<file path="src/hdl/psc_pkg.sv">
// Package: register map, field layout, timing and types of the config block
package psc_pkg;

	// Register offsets on the control bus
	localparam logic [7:0] PSC_OFS_SWRST = 8'h01;
	localparam logic [7:0] PSC_OFS_SLEEP = 8'h02;
	localparam logic [7:0] PSC_OFS_SHDN = 8'h05;
	localparam logic [7:0] PSC_OFS_SERIAL = 8'h07;

	// Values after reset
	localparam logic [7:0] PSC_RST_SLEEP = 8'h00;
	localparam logic [7:0] PSC_RST_SHDN = 8'h05;
	localparam logic [7:0] PSC_RST_SERIAL = 8'h30;
	localparam logic [7:0] PSC_RST_ZERO = 8'h00;

	// Writable bits; the rest hold their reset value
	localparam logic [7:0] PSC_WMASK_SLEEP = 8'hFD;
	localparam logic [7:0] PSC_WMASK_SHDN = 8'h3F;

	// Field positions
	localparam int PSC_BIT_SUPPLY = 7;
	localparam int PSC_POS_REFQ = 3;
	localparam int PSC_BIT_BCAST = 2;
	localparam int PSC_BIT_WAKE = 0;
	localparam int PSC_POS_INCAPQ = 4;
	localparam int PSC_POS_FMT = 6;
	localparam int PSC_BIT_SWRST = 0;

	// Protocol codes
	localparam logic [1:0] PSC_FMT_TDM = 2'h0;
	localparam logic [1:0] PSC_FMT_I2S = 2'h1;
	localparam logic [1:0] PSC_FMT_RESERVED = 2'h3;

	// Fixed broadcast target address
	localparam logic [6:0] PSC_BCAST_ADDR = 7'h4C;

	// Clock and quick-charge durations
	localparam real PSC_CLK_PERIOD_NS = 5.0;
	localparam real PSC_REF_QCHG_MS0 = 3.5;
	localparam real PSC_REF_QCHG_MS1 = 10.0;
	localparam real PSC_REF_QCHG_MS2 = 50.0;
	localparam real PSC_REF_QCHG_MS3 = 100.0;
	localparam real PSC_INPUT_CAP_FAST_CHARGE_TIME_MS0 = 2.5;
	localparam real PSC_INPUT_CAP_FAST_CHARGE_TIME_MS1 = 12.5;
	localparam real PSC_INPUT_CAP_FAST_CHARGE_TIME_MS2 = 25.0;
	localparam real PSC_INPUT_CAP_FAST_CHARGE_TIME_MS3 = 50.0;
	localparam int PSC_QCHG_W = 25;
	localparam int PSC_REF_CYC0 = int'(PSC_REF_QCHG_MS0 * 1.0e6 / PSC_CLK_PERIOD_NS);
	localparam int PSC_REF_CYC1 = int'(PSC_REF_QCHG_MS1 * 1.0e6 / PSC_CLK_PERIOD_NS);
	localparam int PSC_REF_CYC2 = int'(PSC_REF_QCHG_MS2 * 1.0e6 / PSC_CLK_PERIOD_NS);
	localparam int PSC_REF_CYC3 = int'(PSC_REF_QCHG_MS3 * 1.0e6 / PSC_CLK_PERIOD_NS);
	localparam int PSC_INCAP_CYC0 = int'(PSC_INPUT_CAP_FAST_CHARGE_TIME_MS0 * 1.0e6 / PSC_CLK_PERIOD_NS);
	localparam int PSC_INCAP_CYC1 = int'(PSC_INPUT_CAP_FAST_CHARGE_TIME_MS1 * 1.0e6 / PSC_CLK_PERIOD_NS);
	localparam int PSC_INCAP_CYC2 = int'(PSC_INPUT_CAP_FAST_CHARGE_TIME_MS2 * 1.0e6 / PSC_CLK_PERIOD_NS);
	localparam int PSC_INCAP_CYC3 = int'(PSC_INPUT_CAP_FAST_CHARGE_TIME_MS3 * 1.0e6 / PSC_CLK_PERIOD_NS);

	// Serial config, laid out exactly as its register
	typedef struct packed {
		logic [1:0] serial_protocol_select;
		logic [1:0] slot_word_length;
		logic frame_sync_invert;
		logic bit_clock_invert;
		logic tx_edge_late;
		logic fill_high_z;
	} psc_serial_cfg_t;

	// Power controls decoded for the analog side
	typedef struct packed {
		logic analog_supply_select;
		logic [1:0] reference_fast_charge_time;
		logic broadcast_address_enable;
		logic wake_not_sleep;
		logic [1:0] input_cap_fast_charge_time;
	} psc_power_cfg_t;

	// Control bus target states, Gray along the write path
	typedef enum logic [2:0] {
		PSC_IDLE = 3'h0,
		PSC_ADDR = 3'h1,
		PSC_ADDR_ACK = 3'h3,
		PSC_WR_BYTE = 3'h2,
		PSC_WR_ACK = 3'h6,
		PSC_RD_BYTE = 3'h7,
		PSC_RD_ACK = 3'h5
	} psc_bus_state_t;

	// Slot length in bit cycles
	function automatic logic [6:0] psc_slot_len(input logic [1:0] code);
		unique case (code)
			2'h0: psc_slot_len = 7'h10;
			2'h1: psc_slot_len = 7'h14;
			2'h2: psc_slot_len = 7'h18;
			2'h3: psc_slot_len = 7'h20;
		endcase
	endfunction : psc_slot_len

endpackage : psc_pkg

</file>
<file path="src/hdl/psc_serial_tx.sv">
// Audio serial port data lanes, target mode, clocked by the sampled bit clock
`timescale 1ns/1ps
module psc_serial_tx
	import psc_pkg::*;
(
	input wire logic clk,
	input wire logic rst,
	input psc_serial_cfg_t cfg,
	input wire logic wake,
	input wire logic bit_clock_pin,
	input wire logic frame_sync_pin,
	input wire logic [3:0][31:0] slot_words,
	output logic [1:0] data_o,
	output logic [1:0] data_oe
);

	typedef struct packed {
		logic bc_s1;
		logic bc_s2;
		logic bc_s3;
		logic fs_s1;
		logic fs_s2;
		logic fs_seen;
		logic half;
		logic [6:0] cnt;
		logic [1:0] out_bits;
		logic out_valid;
	} psc_tx_state_t;

	psc_tx_state_t s_q;
	psc_tx_state_t s_d;
	logic [6:0] len;
	logic [6:0] pos;
	logic slot;
	logic valid;
	logic [4:0] idx;
	logic [1:0] lane_bit;

	//////////////////////////////////////////////////////////////////////
	// Position decode from the registered count; cnt 0 is a lead bit
	assign len = psc_slot_len(cfg.slot_word_length);
	assign pos = s_q.cnt - 7'h01;
	always_comb begin
		slot = s_q.half;
		valid = 1'b0;
		idx = 5'h00;
		if (s_q.cnt != 7'h00) begin
			if (pos < len) begin
				valid = 1'b1;
				idx = 5'(pos);
			end else if (cfg.serial_protocol_select == PSC_FMT_TDM && pos < (len << 1)) begin
				valid = 1'b1;
				slot = 1'b1;
				idx = 5'(pos - len);
			end
		end
	end

	// Each lane carries its own pair of words, MSB first
	for (genvar g = 0; g < 2; g++) begin : g_lane
		assign lane_bit[g] = slot_words[{1'(g), slot}][5'h1F - idx];
	end

	//////////////////////////////////////////////////////////////////////
	// Edge finding and bit launch
	always_comb begin
		logic b_now;
		logic b_old;
		logic f;
		logic e_rise;
		logic e_fall;
		b_now = s_q.bc_s2 ^ cfg.bit_clock_invert;
		b_old = s_q.bc_s3 ^ cfg.bit_clock_invert;
		f = s_q.fs_s2 ^ cfg.frame_sync_invert;
		e_rise = b_now & ~b_old;
		e_fall = ~b_now & b_old;
		s_d = s_q;
		s_d.bc_s1 = bit_clock_pin;
		s_d.bc_s2 = s_q.bc_s1;
		s_d.bc_s3 = s_q.bc_s2;
		s_d.fs_s1 = frame_sync_pin;
		s_d.fs_s2 = s_q.fs_s1;
		// Frame sync sampled on the capture edge; I2S carries one lead bit
		if (e_rise) begin
			s_d.fs_seen = f;
			if (s_q.cnt != 7'h7F) begin
				s_d.cnt = s_q.cnt + 7'h01;
			end
			if (f != s_q.fs_seen) begin
				if (cfg.serial_protocol_select == PSC_FMT_I2S) begin
					s_d.half = f;
					s_d.cnt = 7'h00;
				end else if (f || cfg.serial_protocol_select != PSC_FMT_TDM) begin
					s_d.half = ~f;
					s_d.cnt = 7'h01;
				end
			end
		end
		// Launch on the opposite edge, or half a cycle later when asked
		if (cfg.tx_edge_late ? e_rise : e_fall) begin
			s_d.out_bits = lane_bit;
			s_d.out_valid = valid;
		end
		// Format may move under us; sleep parks the frame
		if (!wake) begin
			s_d.cnt = 7'h00;
			s_d.out_valid = 1'b0;
		end
	end

	always_ff @(posedge clk) begin
		if (rst) begin
			s_q <= '0;
		end else begin
			s_q <= s_d;
		end
	end

	// Unused cycles drive zero or float, for both lanes alike
	assign data_o = s_q.out_bits & {2{s_q.out_valid}};
	assign data_oe = {2{wake & (s_q.out_valid | ~cfg.fill_high_z)}};

endmodule : psc_serial_tx

</file>
<file path="src/hdl/psc_config_top.sv">
// Power and serial format configuration registers behind the control bus
`timescale 1ns/1ps
module psc_config_top
	import psc_pkg::*;
#(
	parameter logic [6:0] DEVICE_ADDR = 7'h48, // Arbitrary own target address
	parameter logic [PSC_QCHG_W-1:0] REF_CYC0 = PSC_QCHG_W'(PSC_REF_CYC0),
	parameter logic [PSC_QCHG_W-1:0] REF_CYC1 = PSC_QCHG_W'(PSC_REF_CYC1),
	parameter logic [PSC_QCHG_W-1:0] REF_CYC2 = PSC_QCHG_W'(PSC_REF_CYC2),
	parameter logic [PSC_QCHG_W-1:0] REF_CYC3 = PSC_QCHG_W'(PSC_REF_CYC3),
	parameter logic [PSC_QCHG_W-1:0] INCAP_CYC0 = PSC_QCHG_W'(PSC_INCAP_CYC0),
	parameter logic [PSC_QCHG_W-1:0] INCAP_CYC1 = PSC_QCHG_W'(PSC_INCAP_CYC1),
	parameter logic [PSC_QCHG_W-1:0] INCAP_CYC2 = PSC_QCHG_W'(PSC_INCAP_CYC2),
	parameter logic [PSC_QCHG_W-1:0] INCAP_CYC3 = PSC_QCHG_W'(PSC_INCAP_CYC3)
) (
	input wire logic clk,
	input wire logic rst,
	input wire logic scl_i,
	input wire logic sda_i,
	output logic sda_o,
	output logic sda_oe,
	output psc_power_cfg_t power_cfg,
	output psc_serial_cfg_t serial_cfg,
	output logic ref_charge_active,
	output logic input_cap_charge_active,
	input wire logic bit_clock_pin,
	input wire logic frame_sync_pin,
	input wire logic [3:0][31:0] slot_words,
	output logic [1:0] serial_data_o,
	output logic [1:0] serial_data_oe
);

	typedef struct packed {
		logic scl_s1;
		logic scl_s2;
		logic scl_s3;
		logic sda_s1;
		logic sda_s2;
		logic sda_s3;
		psc_bus_state_t st;
		logic [3:0] bitcnt;
		logic [7:0] shreg;
		logic [7:0] txreg;
		logic [7:0] ptr;
		logic first;
		logic rd_mode;
		logic sda_drive;
		logic sw_reset;
		logic wake_old;
		logic [7:0] sleep_r;
		logic [7:0] shdn_r;
		logic [7:0] serial_r;
		logic [PSC_QCHG_W-1:0] ref_cnt;
		logic [PSC_QCHG_W-1:0] incap_cnt;
	} psc_top_state_t;

	psc_top_state_t s_q;
	psc_top_state_t s_d;

	//////////////////////////////////////////////////////////////////////
	// Read-back view; unmapped offsets and the reset trigger read zero
	function automatic logic [7:0] read_reg(input psc_top_state_t s, input logic [7:0] a);
		case (a)
			PSC_OFS_SLEEP: read_reg = s.sleep_r;
			PSC_OFS_SHDN: read_reg = s.shdn_r;
			PSC_OFS_SERIAL: read_reg = s.serial_r;
			default: read_reg = PSC_RST_ZERO;
		endcase
	endfunction : read_reg

	// Quick-charge lengths by code
	function automatic logic [PSC_QCHG_W-1:0] ref_len(input logic [1:0] c);
		unique case (c)
			2'h0: ref_len = REF_CYC0;
			2'h1: ref_len = REF_CYC1;
			2'h2: ref_len = REF_CYC2;
			2'h3: ref_len = REF_CYC3;
		endcase
	endfunction : ref_len

	function automatic logic [PSC_QCHG_W-1:0] incap_len(input logic [1:0] c);
		unique case (c)
			2'h0: incap_len = INCAP_CYC0;
			2'h1: incap_len = INCAP_CYC1;
			2'h2: incap_len = INCAP_CYC2;
			2'h3: incap_len = INCAP_CYC3;
		endcase
	endfunction : incap_len

	//////////////////////////////////////////////////////////////////////
	// Next-state logic: bus target, register writes, charge timers
	always_comb begin
		logic rise;
		logic fall;
		logic start;
		logic stop;
		logic hit;
		logic [7:0] wd;
		logic [7:0] rv;
		rise = s_q.scl_s2 & ~s_q.scl_s3;
		fall = ~s_q.scl_s2 & s_q.scl_s3;
		start = s_q.scl_s2 & s_q.scl_s3 & s_q.sda_s3 & ~s_q.sda_s2;
		stop = s_q.scl_s2 & s_q.scl_s3 & ~s_q.sda_s3 & s_q.sda_s2;
		hit = (s_q.shreg[7:1] == DEVICE_ADDR) ||
			(s_q.sleep_r[PSC_BIT_BCAST] && s_q.shreg[7:1] == PSC_BCAST_ADDR);
		wd = s_q.shreg;
		rv = read_reg(s_q, s_q.ptr);
		s_d = s_q;
		// Bus pins pass two flops before anything looks at them
		s_d.scl_s1 = scl_i;
		s_d.scl_s2 = s_q.scl_s1;
		s_d.scl_s3 = s_q.scl_s2;
		s_d.sda_s1 = sda_i;
		s_d.sda_s2 = s_q.sda_s1;
		s_d.sda_s3 = s_q.sda_s2;
		s_d.sw_reset = 1'b0;
		if (rise) begin
			s_d.shreg = {s_q.shreg[6:0], s_q.sda_s2};
			s_d.bitcnt = s_q.bitcnt + 4'h1;
		end
		unique case (s_q.st)
			PSC_IDLE: begin
				s_d.sda_drive = 1'b0;
			end
			PSC_ADDR: begin
				// Pull ack low after the eighth bit only when addressed
				if (fall && s_q.bitcnt == 4'h8) begin
					if (hit) begin
						s_d.st = PSC_ADDR_ACK;
						s_d.rd_mode = s_q.shreg[0];
						s_d.sda_drive = 1'b1;
					end else begin
						s_d.st = PSC_IDLE;
					end
				end
			end
			PSC_ADDR_ACK: begin
				if (fall) begin
					s_d.bitcnt = 4'h0;
					s_d.first = 1'b1;
					if (s_q.rd_mode) begin
						s_d.st = PSC_RD_BYTE;
						s_d.txreg = rv;
						s_d.sda_drive = ~rv[7];
					end else begin
						s_d.st = PSC_WR_BYTE;
						s_d.sda_drive = 1'b0;
					end
				end
			end
			PSC_WR_BYTE: begin
				if (fall && s_q.bitcnt == 4'h8) begin
					s_d.st = PSC_WR_ACK;
					s_d.sda_drive = 1'b1;
					s_d.first = 1'b0;
					if (s_q.first) begin
						s_d.ptr = wd;
					end else begin
						s_d.ptr = s_q.ptr + 8'h01;
						// Read-only bits keep reset value whatever is written
						case (s_q.ptr)
							PSC_OFS_SWRST: s_d.sw_reset = wd[PSC_BIT_SWRST];
							PSC_OFS_SLEEP: s_d.sleep_r = (wd & PSC_WMASK_SLEEP) |
								(PSC_RST_SLEEP & ~PSC_WMASK_SLEEP);
							PSC_OFS_SHDN: s_d.shdn_r = (wd & PSC_WMASK_SHDN) |
								(PSC_RST_SHDN & ~PSC_WMASK_SHDN);
							PSC_OFS_SERIAL: begin
								s_d.serial_r = wd;
								// Reserved format code leaves the protocol as it was
								if (wd[7:6] == PSC_FMT_RESERVED) begin
									s_d.serial_r[7:6] = s_q.serial_r[7:6];
								end
							end
							default: ;
						endcase
					end
				end
			end
			PSC_WR_ACK: begin
				if (fall) begin
					s_d.st = PSC_WR_BYTE;
					s_d.sda_drive = 1'b0;
					s_d.bitcnt = 4'h0;
				end
			end
			PSC_RD_BYTE: begin
				if (fall && s_q.bitcnt == 4'h8) begin
					s_d.st = PSC_RD_ACK;
					s_d.sda_drive = 1'b0;
					s_d.ptr = s_q.ptr + 8'h01;
				end else if (fall) begin
					s_d.txreg = {s_q.txreg[6:0], 1'b0};
					s_d.sda_drive = ~s_q.txreg[6];
				end
			end
			PSC_RD_ACK: begin
				// A high ack bit from the host ends the read
				if (fall && s_q.shreg[0]) begin
					s_d.st = PSC_IDLE;
				end else if (fall) begin
					s_d.st = PSC_RD_BYTE;
					s_d.bitcnt = 4'h0;
					s_d.txreg = rv;
					s_d.sda_drive = ~rv[7];
				end
			end
			default: begin
				s_d.st = PSC_IDLE;
				s_d.sda_drive = 1'b0;
			end
		endcase
		// Start and stop override any byte in flight
		if (start) begin
			s_d.st = PSC_ADDR;
			s_d.bitcnt = 4'h0;
			s_d.sda_drive = 1'b0;
		end else if (stop) begin
			s_d.st = PSC_IDLE;
			s_d.sda_drive = 1'b0;
		end
		// Quick charge runs from each wake; sleep cuts it short
		s_d.wake_old = s_q.sleep_r[PSC_BIT_WAKE];
		if (s_q.ref_cnt != '0) begin
			s_d.ref_cnt = s_q.ref_cnt - PSC_QCHG_W'(1);
		end
		if (s_q.incap_cnt != '0) begin
			s_d.incap_cnt = s_q.incap_cnt - PSC_QCHG_W'(1);
		end
		if (s_q.sleep_r[PSC_BIT_WAKE] && !s_q.wake_old) begin
			s_d.ref_cnt = ref_len(s_q.sleep_r[PSC_POS_REFQ+:2]);
			s_d.incap_cnt = incap_len(s_q.shdn_r[PSC_POS_INCAPQ+:2]);
		end else if (!s_q.sleep_r[PSC_BIT_WAKE]) begin
			s_d.ref_cnt = '0;
			s_d.incap_cnt = '0;
		end
		// Software reset restores every register, leaving the bus alone
		if (s_q.sw_reset) begin
			s_d.sleep_r = PSC_RST_SLEEP;
			s_d.shdn_r = PSC_RST_SHDN;
			s_d.serial_r = PSC_RST_SERIAL;
			s_d.ref_cnt = '0;
			s_d.incap_cnt = '0;
		end
	end

	//////////////////////////////////////////////////////////////////////
	// State register
	always_ff @(posedge clk) begin
		if (rst) begin
			s_q <= '0;
			s_q.scl_s1 <= 1'b1;
			s_q.scl_s2 <= 1'b1;
			s_q.scl_s3 <= 1'b1;
			s_q.sda_s1 <= 1'b1;
			s_q.sda_s2 <= 1'b1;
			s_q.sda_s3 <= 1'b1;
			s_q.st <= PSC_IDLE;
			s_q.sleep_r <= PSC_RST_SLEEP;
			s_q.shdn_r <= PSC_RST_SHDN;
			s_q.serial_r <= PSC_RST_SERIAL;
		end else begin
			s_q <= s_d;
		end
	end

	//////////////////////////////////////////////////////////////////////
	// Outputs; open-drain line only ever pulled low
	assign sda_o = 1'b0;
	assign sda_oe = s_q.sda_drive;
	assign power_cfg.analog_supply_select = s_q.sleep_r[PSC_BIT_SUPPLY];
	assign power_cfg.reference_fast_charge_time = s_q.sleep_r[PSC_POS_REFQ+:2];
	assign power_cfg.broadcast_address_enable = s_q.sleep_r[PSC_BIT_BCAST];
	assign power_cfg.wake_not_sleep = s_q.sleep_r[PSC_BIT_WAKE];
	assign power_cfg.input_cap_fast_charge_time = s_q.shdn_r[PSC_POS_INCAPQ+:2];
	assign serial_cfg = psc_serial_cfg_t'(s_q.serial_r);
	assign ref_charge_active = (s_q.ref_cnt != '0);
	assign input_cap_charge_active = (s_q.incap_cnt != '0);

	// Serial data lanes follow the live format fields
	psc_serial_tx u_tx (
		.clk(clk),
		.rst(rst),
		.cfg(serial_cfg),
		.wake(s_q.sleep_r[PSC_BIT_WAKE]),
		.bit_clock_pin(bit_clock_pin),
		.frame_sync_pin(frame_sync_pin),
		.slot_words(slot_words),
		.data_o(serial_data_o),
		.data_oe(serial_data_oe)
	);

endmodule : psc_config_top

</file>
<file path="config.mk">
export PLATFORM = sky130hd
export DESIGN_NAME = psc_config_top
export DESIGN_NICKNAME = d
export VERILOG_FILES = /design/src/hdl/psc_pkg.sv /design/src/hdl/psc_serial_tx.sv /design/src/hdl/psc_config_top.sv
export SDC_FILE = /design/constraint.sdc
export NUM_CORES = 1
export LEC_CHECK = 0
export BUFFER_PORTS_ARGS = -buffer_cell sky130_fd_sc_hd__buf_4
export CORE_ASPECT_RATIO = 2
export CORE_MARGIN = 1.5
export CORE_UTILIZATION = 38
export DETAILED_ROUTE_END_ITERATION = 10
export PLACE_DENSITY = 0.59
export SYNTH_ARGS = -nofsm -noshare
export SYNTH_HDL_FRONTEND = slang
export SYNTH_SLANG_ARGS = --single-unit
</file>
<file path="constraint.sdc">
create_clock -name clk -period 7 [get_ports clk]
set_input_delay 1.05 -clock clk [delete_from_list [all_inputs] [get_ports clk]]
set_output_delay 1.05 -clock clk [all_outputs]
set_load 0.1 [all_outputs]
</file>
==> metrics.txt <==
# TYPE chip_impl_metric gauge
chip_impl_metric{name="design.core.area",unit="sq mm"} 0.02159
chip_impl_metric{name="netlist_instances",unit=""} 1069
chip_impl_metric{name="grt_pass1_vias",unit=""} 8074
chip_impl_metric{name="finalCritPeriodShare",unit=""} 0.6936
chip_impl_metric{name="final.min_clock_period",unit="ns"} 4.855
chip_impl_metric{name="cts_made_buffers",unit=""} 17
chip_impl_metric{name="clkSlewWorstSetupHoldPaths",unit="ns"} 0.06
chip_impl_info{name="timing.critical_path.to_type",value="register"} 1
chip_impl_metric{name="clk_path_buf_depth",unit=""} 2
chip_impl_metric{name="die_height",unit="microns"} 212.6
chip_impl_metric{name="clk_latency",unit="ns"} 0.43
chip_impl_metric{name="placed_area",unit="sq mm"} 0.009522
chip_impl_info{name="outcome",value="completed"} 1
chip_impl_metric{name="synth-edff-count",unit=""} 0
chip_impl_metric{name="grt_start_max_net_pins",unit=""} 50
chip_impl_info{name="rsz0062_at_grt",value="no"} 1
chip_impl_info{name="start_kind",value="register"} 1
chip_impl_metric{name="postRouteWirelength",unit="microns"} 26060
chip_impl_metric{name="tightestPinTransition",unit="ns"} 0.9326
chip_impl_metric{name="synth.cell_area",unit="sq mm"} 0.008344
chip_impl_metric{name="grt_pass1_wl",unit="microns"} 40590
chip_impl_metric{name="post-route-worst-setup-slack",unit="ns"} 2.145
chip_impl_metric{name="cts.htree.levels",unit=""} 4
chip_impl_metric{name="fin_total_pwr",unit="mW"} 1.936
chip_impl_metric{name="worst_hold_slack",unit="ns"} 0.4068
chip_impl_metric{name="dieArea",unit="sq mm"} 0.02291
chip_impl_info{name="layout.cells.most_common_list",value="sky130_fd_sc_hd__buf_4, sky130_fd_sc_hd__dfxtp_1, sky130_fd_sc_hd__nand2_1"} 1
chip_impl_metric{name="syn_nets",unit=""} 1231
chip_impl_info{name="path_cells",value="inv_1 > ha_1 > a21boi_0 > nand2b_1 > ha_1 > a2111o_1 > a21oi_1 > and2_1 > a21o_1 > a221oi_1 > nor3_1 > a31oi_1 > a211o_1 > o211ai_1"} 1
chip_impl_metric{name="worst_path_largest_cell_delay",unit="ns"} 0.79
chip_impl_info{name="most_common_library_cell_in_the_layout_ignoring_fill_and_taps",value="sky130_fd_sc_hd__buf_4"} 1
chip_impl_metric{name="post_cts_resize_count",unit=""} 0
chip_impl_metric{name="clock-sinks",unit=""} 129
chip_impl_metric{name="layout-drive-gt1-share",unit=""} 0.1933
chip_impl_metric{name="fillCellCount",unit=""} 2190
chip_impl_metric{name="postCtsHoldBufs",unit=""} 0
chip_impl_metric{name="report.final.setup_viol",unit=""} 0
chip_impl_metric{name="die_width",unit="microns"} 107.8
chip_impl_metric{name="grt_overflow",unit=""} 0
chip_impl_metric{name="clock.fmax",unit="MHz"} 206.0
chip_impl_metric{name="dp_cells",unit=""} 1431
chip_impl_metric{name="area_growth_syn_to_layout",unit="%"} 22.46
chip_impl_metric{name="placement.io_buffers",unit=""} 155
chip_impl_info{name="critical_path.most_common_cell",value="sky130_fd_sc_hd__ha_1"} 1
chip_impl_metric{name="async_set_or_reset_register_ratio_after_synthesis",unit=""} 0
chip_impl_metric{name="utilization",unit=""} 0.4734
chip_impl_info{name="cts.root.buffer_cell",value="sky130_fd_sc_hd__clkbuf_16"} 1
chip_impl_metric{name="nets",unit=""} 1339
chip_impl_metric{name="slew-limit-headroom",unit=""} 0.3763
chip_impl_metric{name="pre_cts_ws",unit="ns"} 2.162
chip_impl_metric{name="drt-vias-per-instance",unit=""} 5.560
chip_impl_metric{name="ys_types",unit=""} 71
chip_impl_info{name="critPathSlowestCell",value="sky130_fd_sc_hd__a21o_1"} 1
chip_impl_metric{name="hpwl",unit="microns"} 20100
chip_impl_info{name="worst-setup-path-type",value="reg2reg"} 1
chip_impl_metric{name="final_hold_viols",unit=""} 0
chip_impl_metric{name="floorplan.io_pins",unit=""} 157
chip_impl_metric{name="drv_slew",unit=""} 0
chip_impl_metric{name="drt_first_iter_violations",unit=""} 375
chip_impl_metric{name="antenna_found_initial",unit=""} 0
chip_impl_metric{name="wire_per_inst",unit="microns"} 17.81
chip_impl_metric{name="synth_area_per_cell",unit="sq um"} 7.806
chip_impl_metric{name="ys_seq_elements",unit=""} 129
chip_impl_metric{name="reg_area",unit="sq mm"} 0.002582
chip_impl_metric{name="grt.total_usage",unit=""} 0.2310
chip_impl_metric{name="timing.critical_path.fanout_max",unit=""} 28
chip_impl_metric{name="multiInputGateArea",unit="sq mm"} 0.005231
chip_impl_metric{name="drv.max_cap_violation_count",unit=""} 0
chip_impl_metric{name="fin_cells",unit=""} 1463
chip_impl_metric{name="totalNegativeSetupSlack",unit="ns"} 0
chip_impl_metric{name="antenna_cells",unit=""} 0
chip_impl_metric{name="vias",unit=""} 8135
chip_impl_metric{name="floorplan.initialDensity",unit=""} 0.3866
chip_impl_metric{name="postRouteAntennaNets",unit=""} 0
chip_impl_info{name="worst_hold_path_type",value="reg2reg"} 1
chip_impl_metric{name="post_cts.repair.setup_buffers",unit=""} 0
chip_impl_metric{name="critPathRequiredTime",unit="ns"} 7.35
chip_impl_metric{name="finalInstanceArea",unit="sq mm"} 0.01022
chip_impl_metric{name="synth_sequential_area_ratio",unit=""} 0.3095
chip_impl_info{name="predominant_post_synthesis_flop_cell",value="sky130_fd_sc_hd__dfxtp_1"} 1
chip_impl_metric{name="gp_congestion",unit=""} 0.8834
chip_impl_metric{name="final_skew",unit="ns"} 0.008492
chip_impl_metric{name="cellLeakagePower",unit="nW"} 4.207
chip_impl_metric{name="ir_drop_worst_case_vdd",unit="mV"} 0.2154
chip_impl_metric{name="number_of_iterations_in_the_first_detailed_routing_pass",unit=""} 8
chip_impl_metric{name="power.density",unit="mW/mm^2"} 189.4
chip_impl_metric{name="yosys_warnings",unit=""} 0
chip_impl_info{name="cts_tree",value="yes"} 1
chip_impl_metric{name="drcViolationCount",unit=""} 0
chip_impl_metric{name="floorplan.rows",unit=""} 76
chip_impl_metric{name="arrival",unit="ns"} 5.21
==> cells in the mapped netlist (8+ instances only) <==
cell type	instances	share of area
sky130_fd_sc_hd__a31oi_1	11	0.0082
sky130_fd_sc_hd__o22ai_1	8	0.0060
sky130_fd_sc_hd__nand2b_1	16	0.012
sky130_fd_sc_hd__nor3_1	35	0.021
sky130_fd_sc_hd__clkbuf_1	43	0.019
sky130_fd_sc_hd__nor2b_1	18	0.013
sky130_fd_sc_hd__buf_4	17	0.015
sky130_fd_sc_hd__nand2_1	123	0.055
sky130_fd_sc_hd__ha_1	27	0.040
sky130_fd_sc_hd__o21ai_0	42	0.025
sky130_fd_sc_hd__xor2_1	25	0.026
sky130_fd_sc_hd__nor4_1	12	0.0090
sky130_fd_sc_hd__and2_1	9	0.0067
sky130_fd_sc_hd__or3_1	14	0.010
sky130_fd_sc_hd__a21oi_1	107	0.064
sky130_fd_sc_hd__o31ai_1	8	0.0072
sky130_fd_sc_hd__xnor2_1	16	0.017
sky130_fd_sc_hd__a211oi_1	29	0.026
sky130_fd_sc_hd__nand3_1	27	0.016
sky130_fd_sc_hd__mux2i_1	50	0.060
sky130_fd_sc_hd__and3_1	9	0.0067
sky130_fd_sc_hd__a221oi_1	9	0.0094
sky130_fd_sc_hd__dfxtp_1	129	0.31
sky130_fd_sc_hd__nor2_1	117	0.053
sky130_fd_sc_hd__or2_2	10	0.0075
sky130_fd_sc_hd__inv_1	37	0.017
==> flip-flops by register name (all words and copies together), names as in the netlist <==
signal and count:
s_q 92, u_tx.s_q 14, serial_cfg 8, power_cfg 7, s_d 4, u_tx.s_d 3, sda_oe 1
==> critical path: cells and delay by family (launching register included) <==
family | cells | cell delay, ns
adder cells (fa/ha/maj) | 2 | 0.54
AND/OR/NAND/NOR | 3 | 0.92
flip-flops | 1 | 0.61
buffers and inverters | 1 | 0.18
AO/OA/AOI/OAI | 8 | 2.51
==> metal layers <==
layer / up-vias / part of all wire / GRT usage
met5: - / 0 / 0
met4: 0 / 0.034 / 0.1098
met3: 47 / 0.038 / 0.03893
met2: 231 / 0.58 / 0.4744
met1: 3834 / 0.35 / 0.2093
li1: 4023 / - / -
==> final cells by class <==
class / instances / area share
Multi-Input combinational cell: 828 / 0.5119
Sequential cell: 129 / 0.2527
Timing Repair Buffer: 163 / 0.1197
Clock buffer: 20 / 0.04273
Tap cell: 273 / 0.03343
Clock inverter: 12 / 0.02547
Inverter: 38 / 0.01396
==> path summary, 6_finish.rpt <==
kind | cells after the start | to | slack (ns) | start
max | 14 | u_tx.s_q[2]$_SDFFE_PP0P_ | 2.14 | u_tx.s_q[3]$_SDFFE_PP0P_
min | 1 | s_d[110]$_SDFF_PP1_ | 0.41 | s_d[111]$_SDFF_PP1_
max reg2reg | 14 | u_tx.s_q[2]$_SDFFE_PP0P_ | 2.14 | u_tx.s_q[3]$_SDFFE_PP0P_
min reg2reg | 1 | s_d[110]$_SDFF_PP1_ | 0.41 | s_d[111]$_SDFF_PP1_
==> where the power goes <==
part	switching [mW]	leakage (nW)	total, mW	internal, mW
combinational	0.0478	2.82	0.115	0.0671
sequential	0.00500	1.04	0.744	0.739
clock	0.340	0.342	1.08	0.737
==> kinds of logic (layout without fill, tap and decap cells) <==
family | after synthesis | after routing | synth area share
buffers and inverters | 112 | 233 | 0.06358
AND/OR/NAND/NOR | 425 | 425 | 0.2501
XOR/XNOR | 41 | 41 | 0.04303
flip-flops | 129 | 129 | 0.3095
AO/OA/AOI/OAI | 271 | 271 | 0.2075
other | 1 | 1 | 0.0004494
multiplexers | 62 | 62 | 0.08292
adder cells (fa/ha/maj) | 28 | 28 | 0.04288
Power figures use the tool's default switching activity.
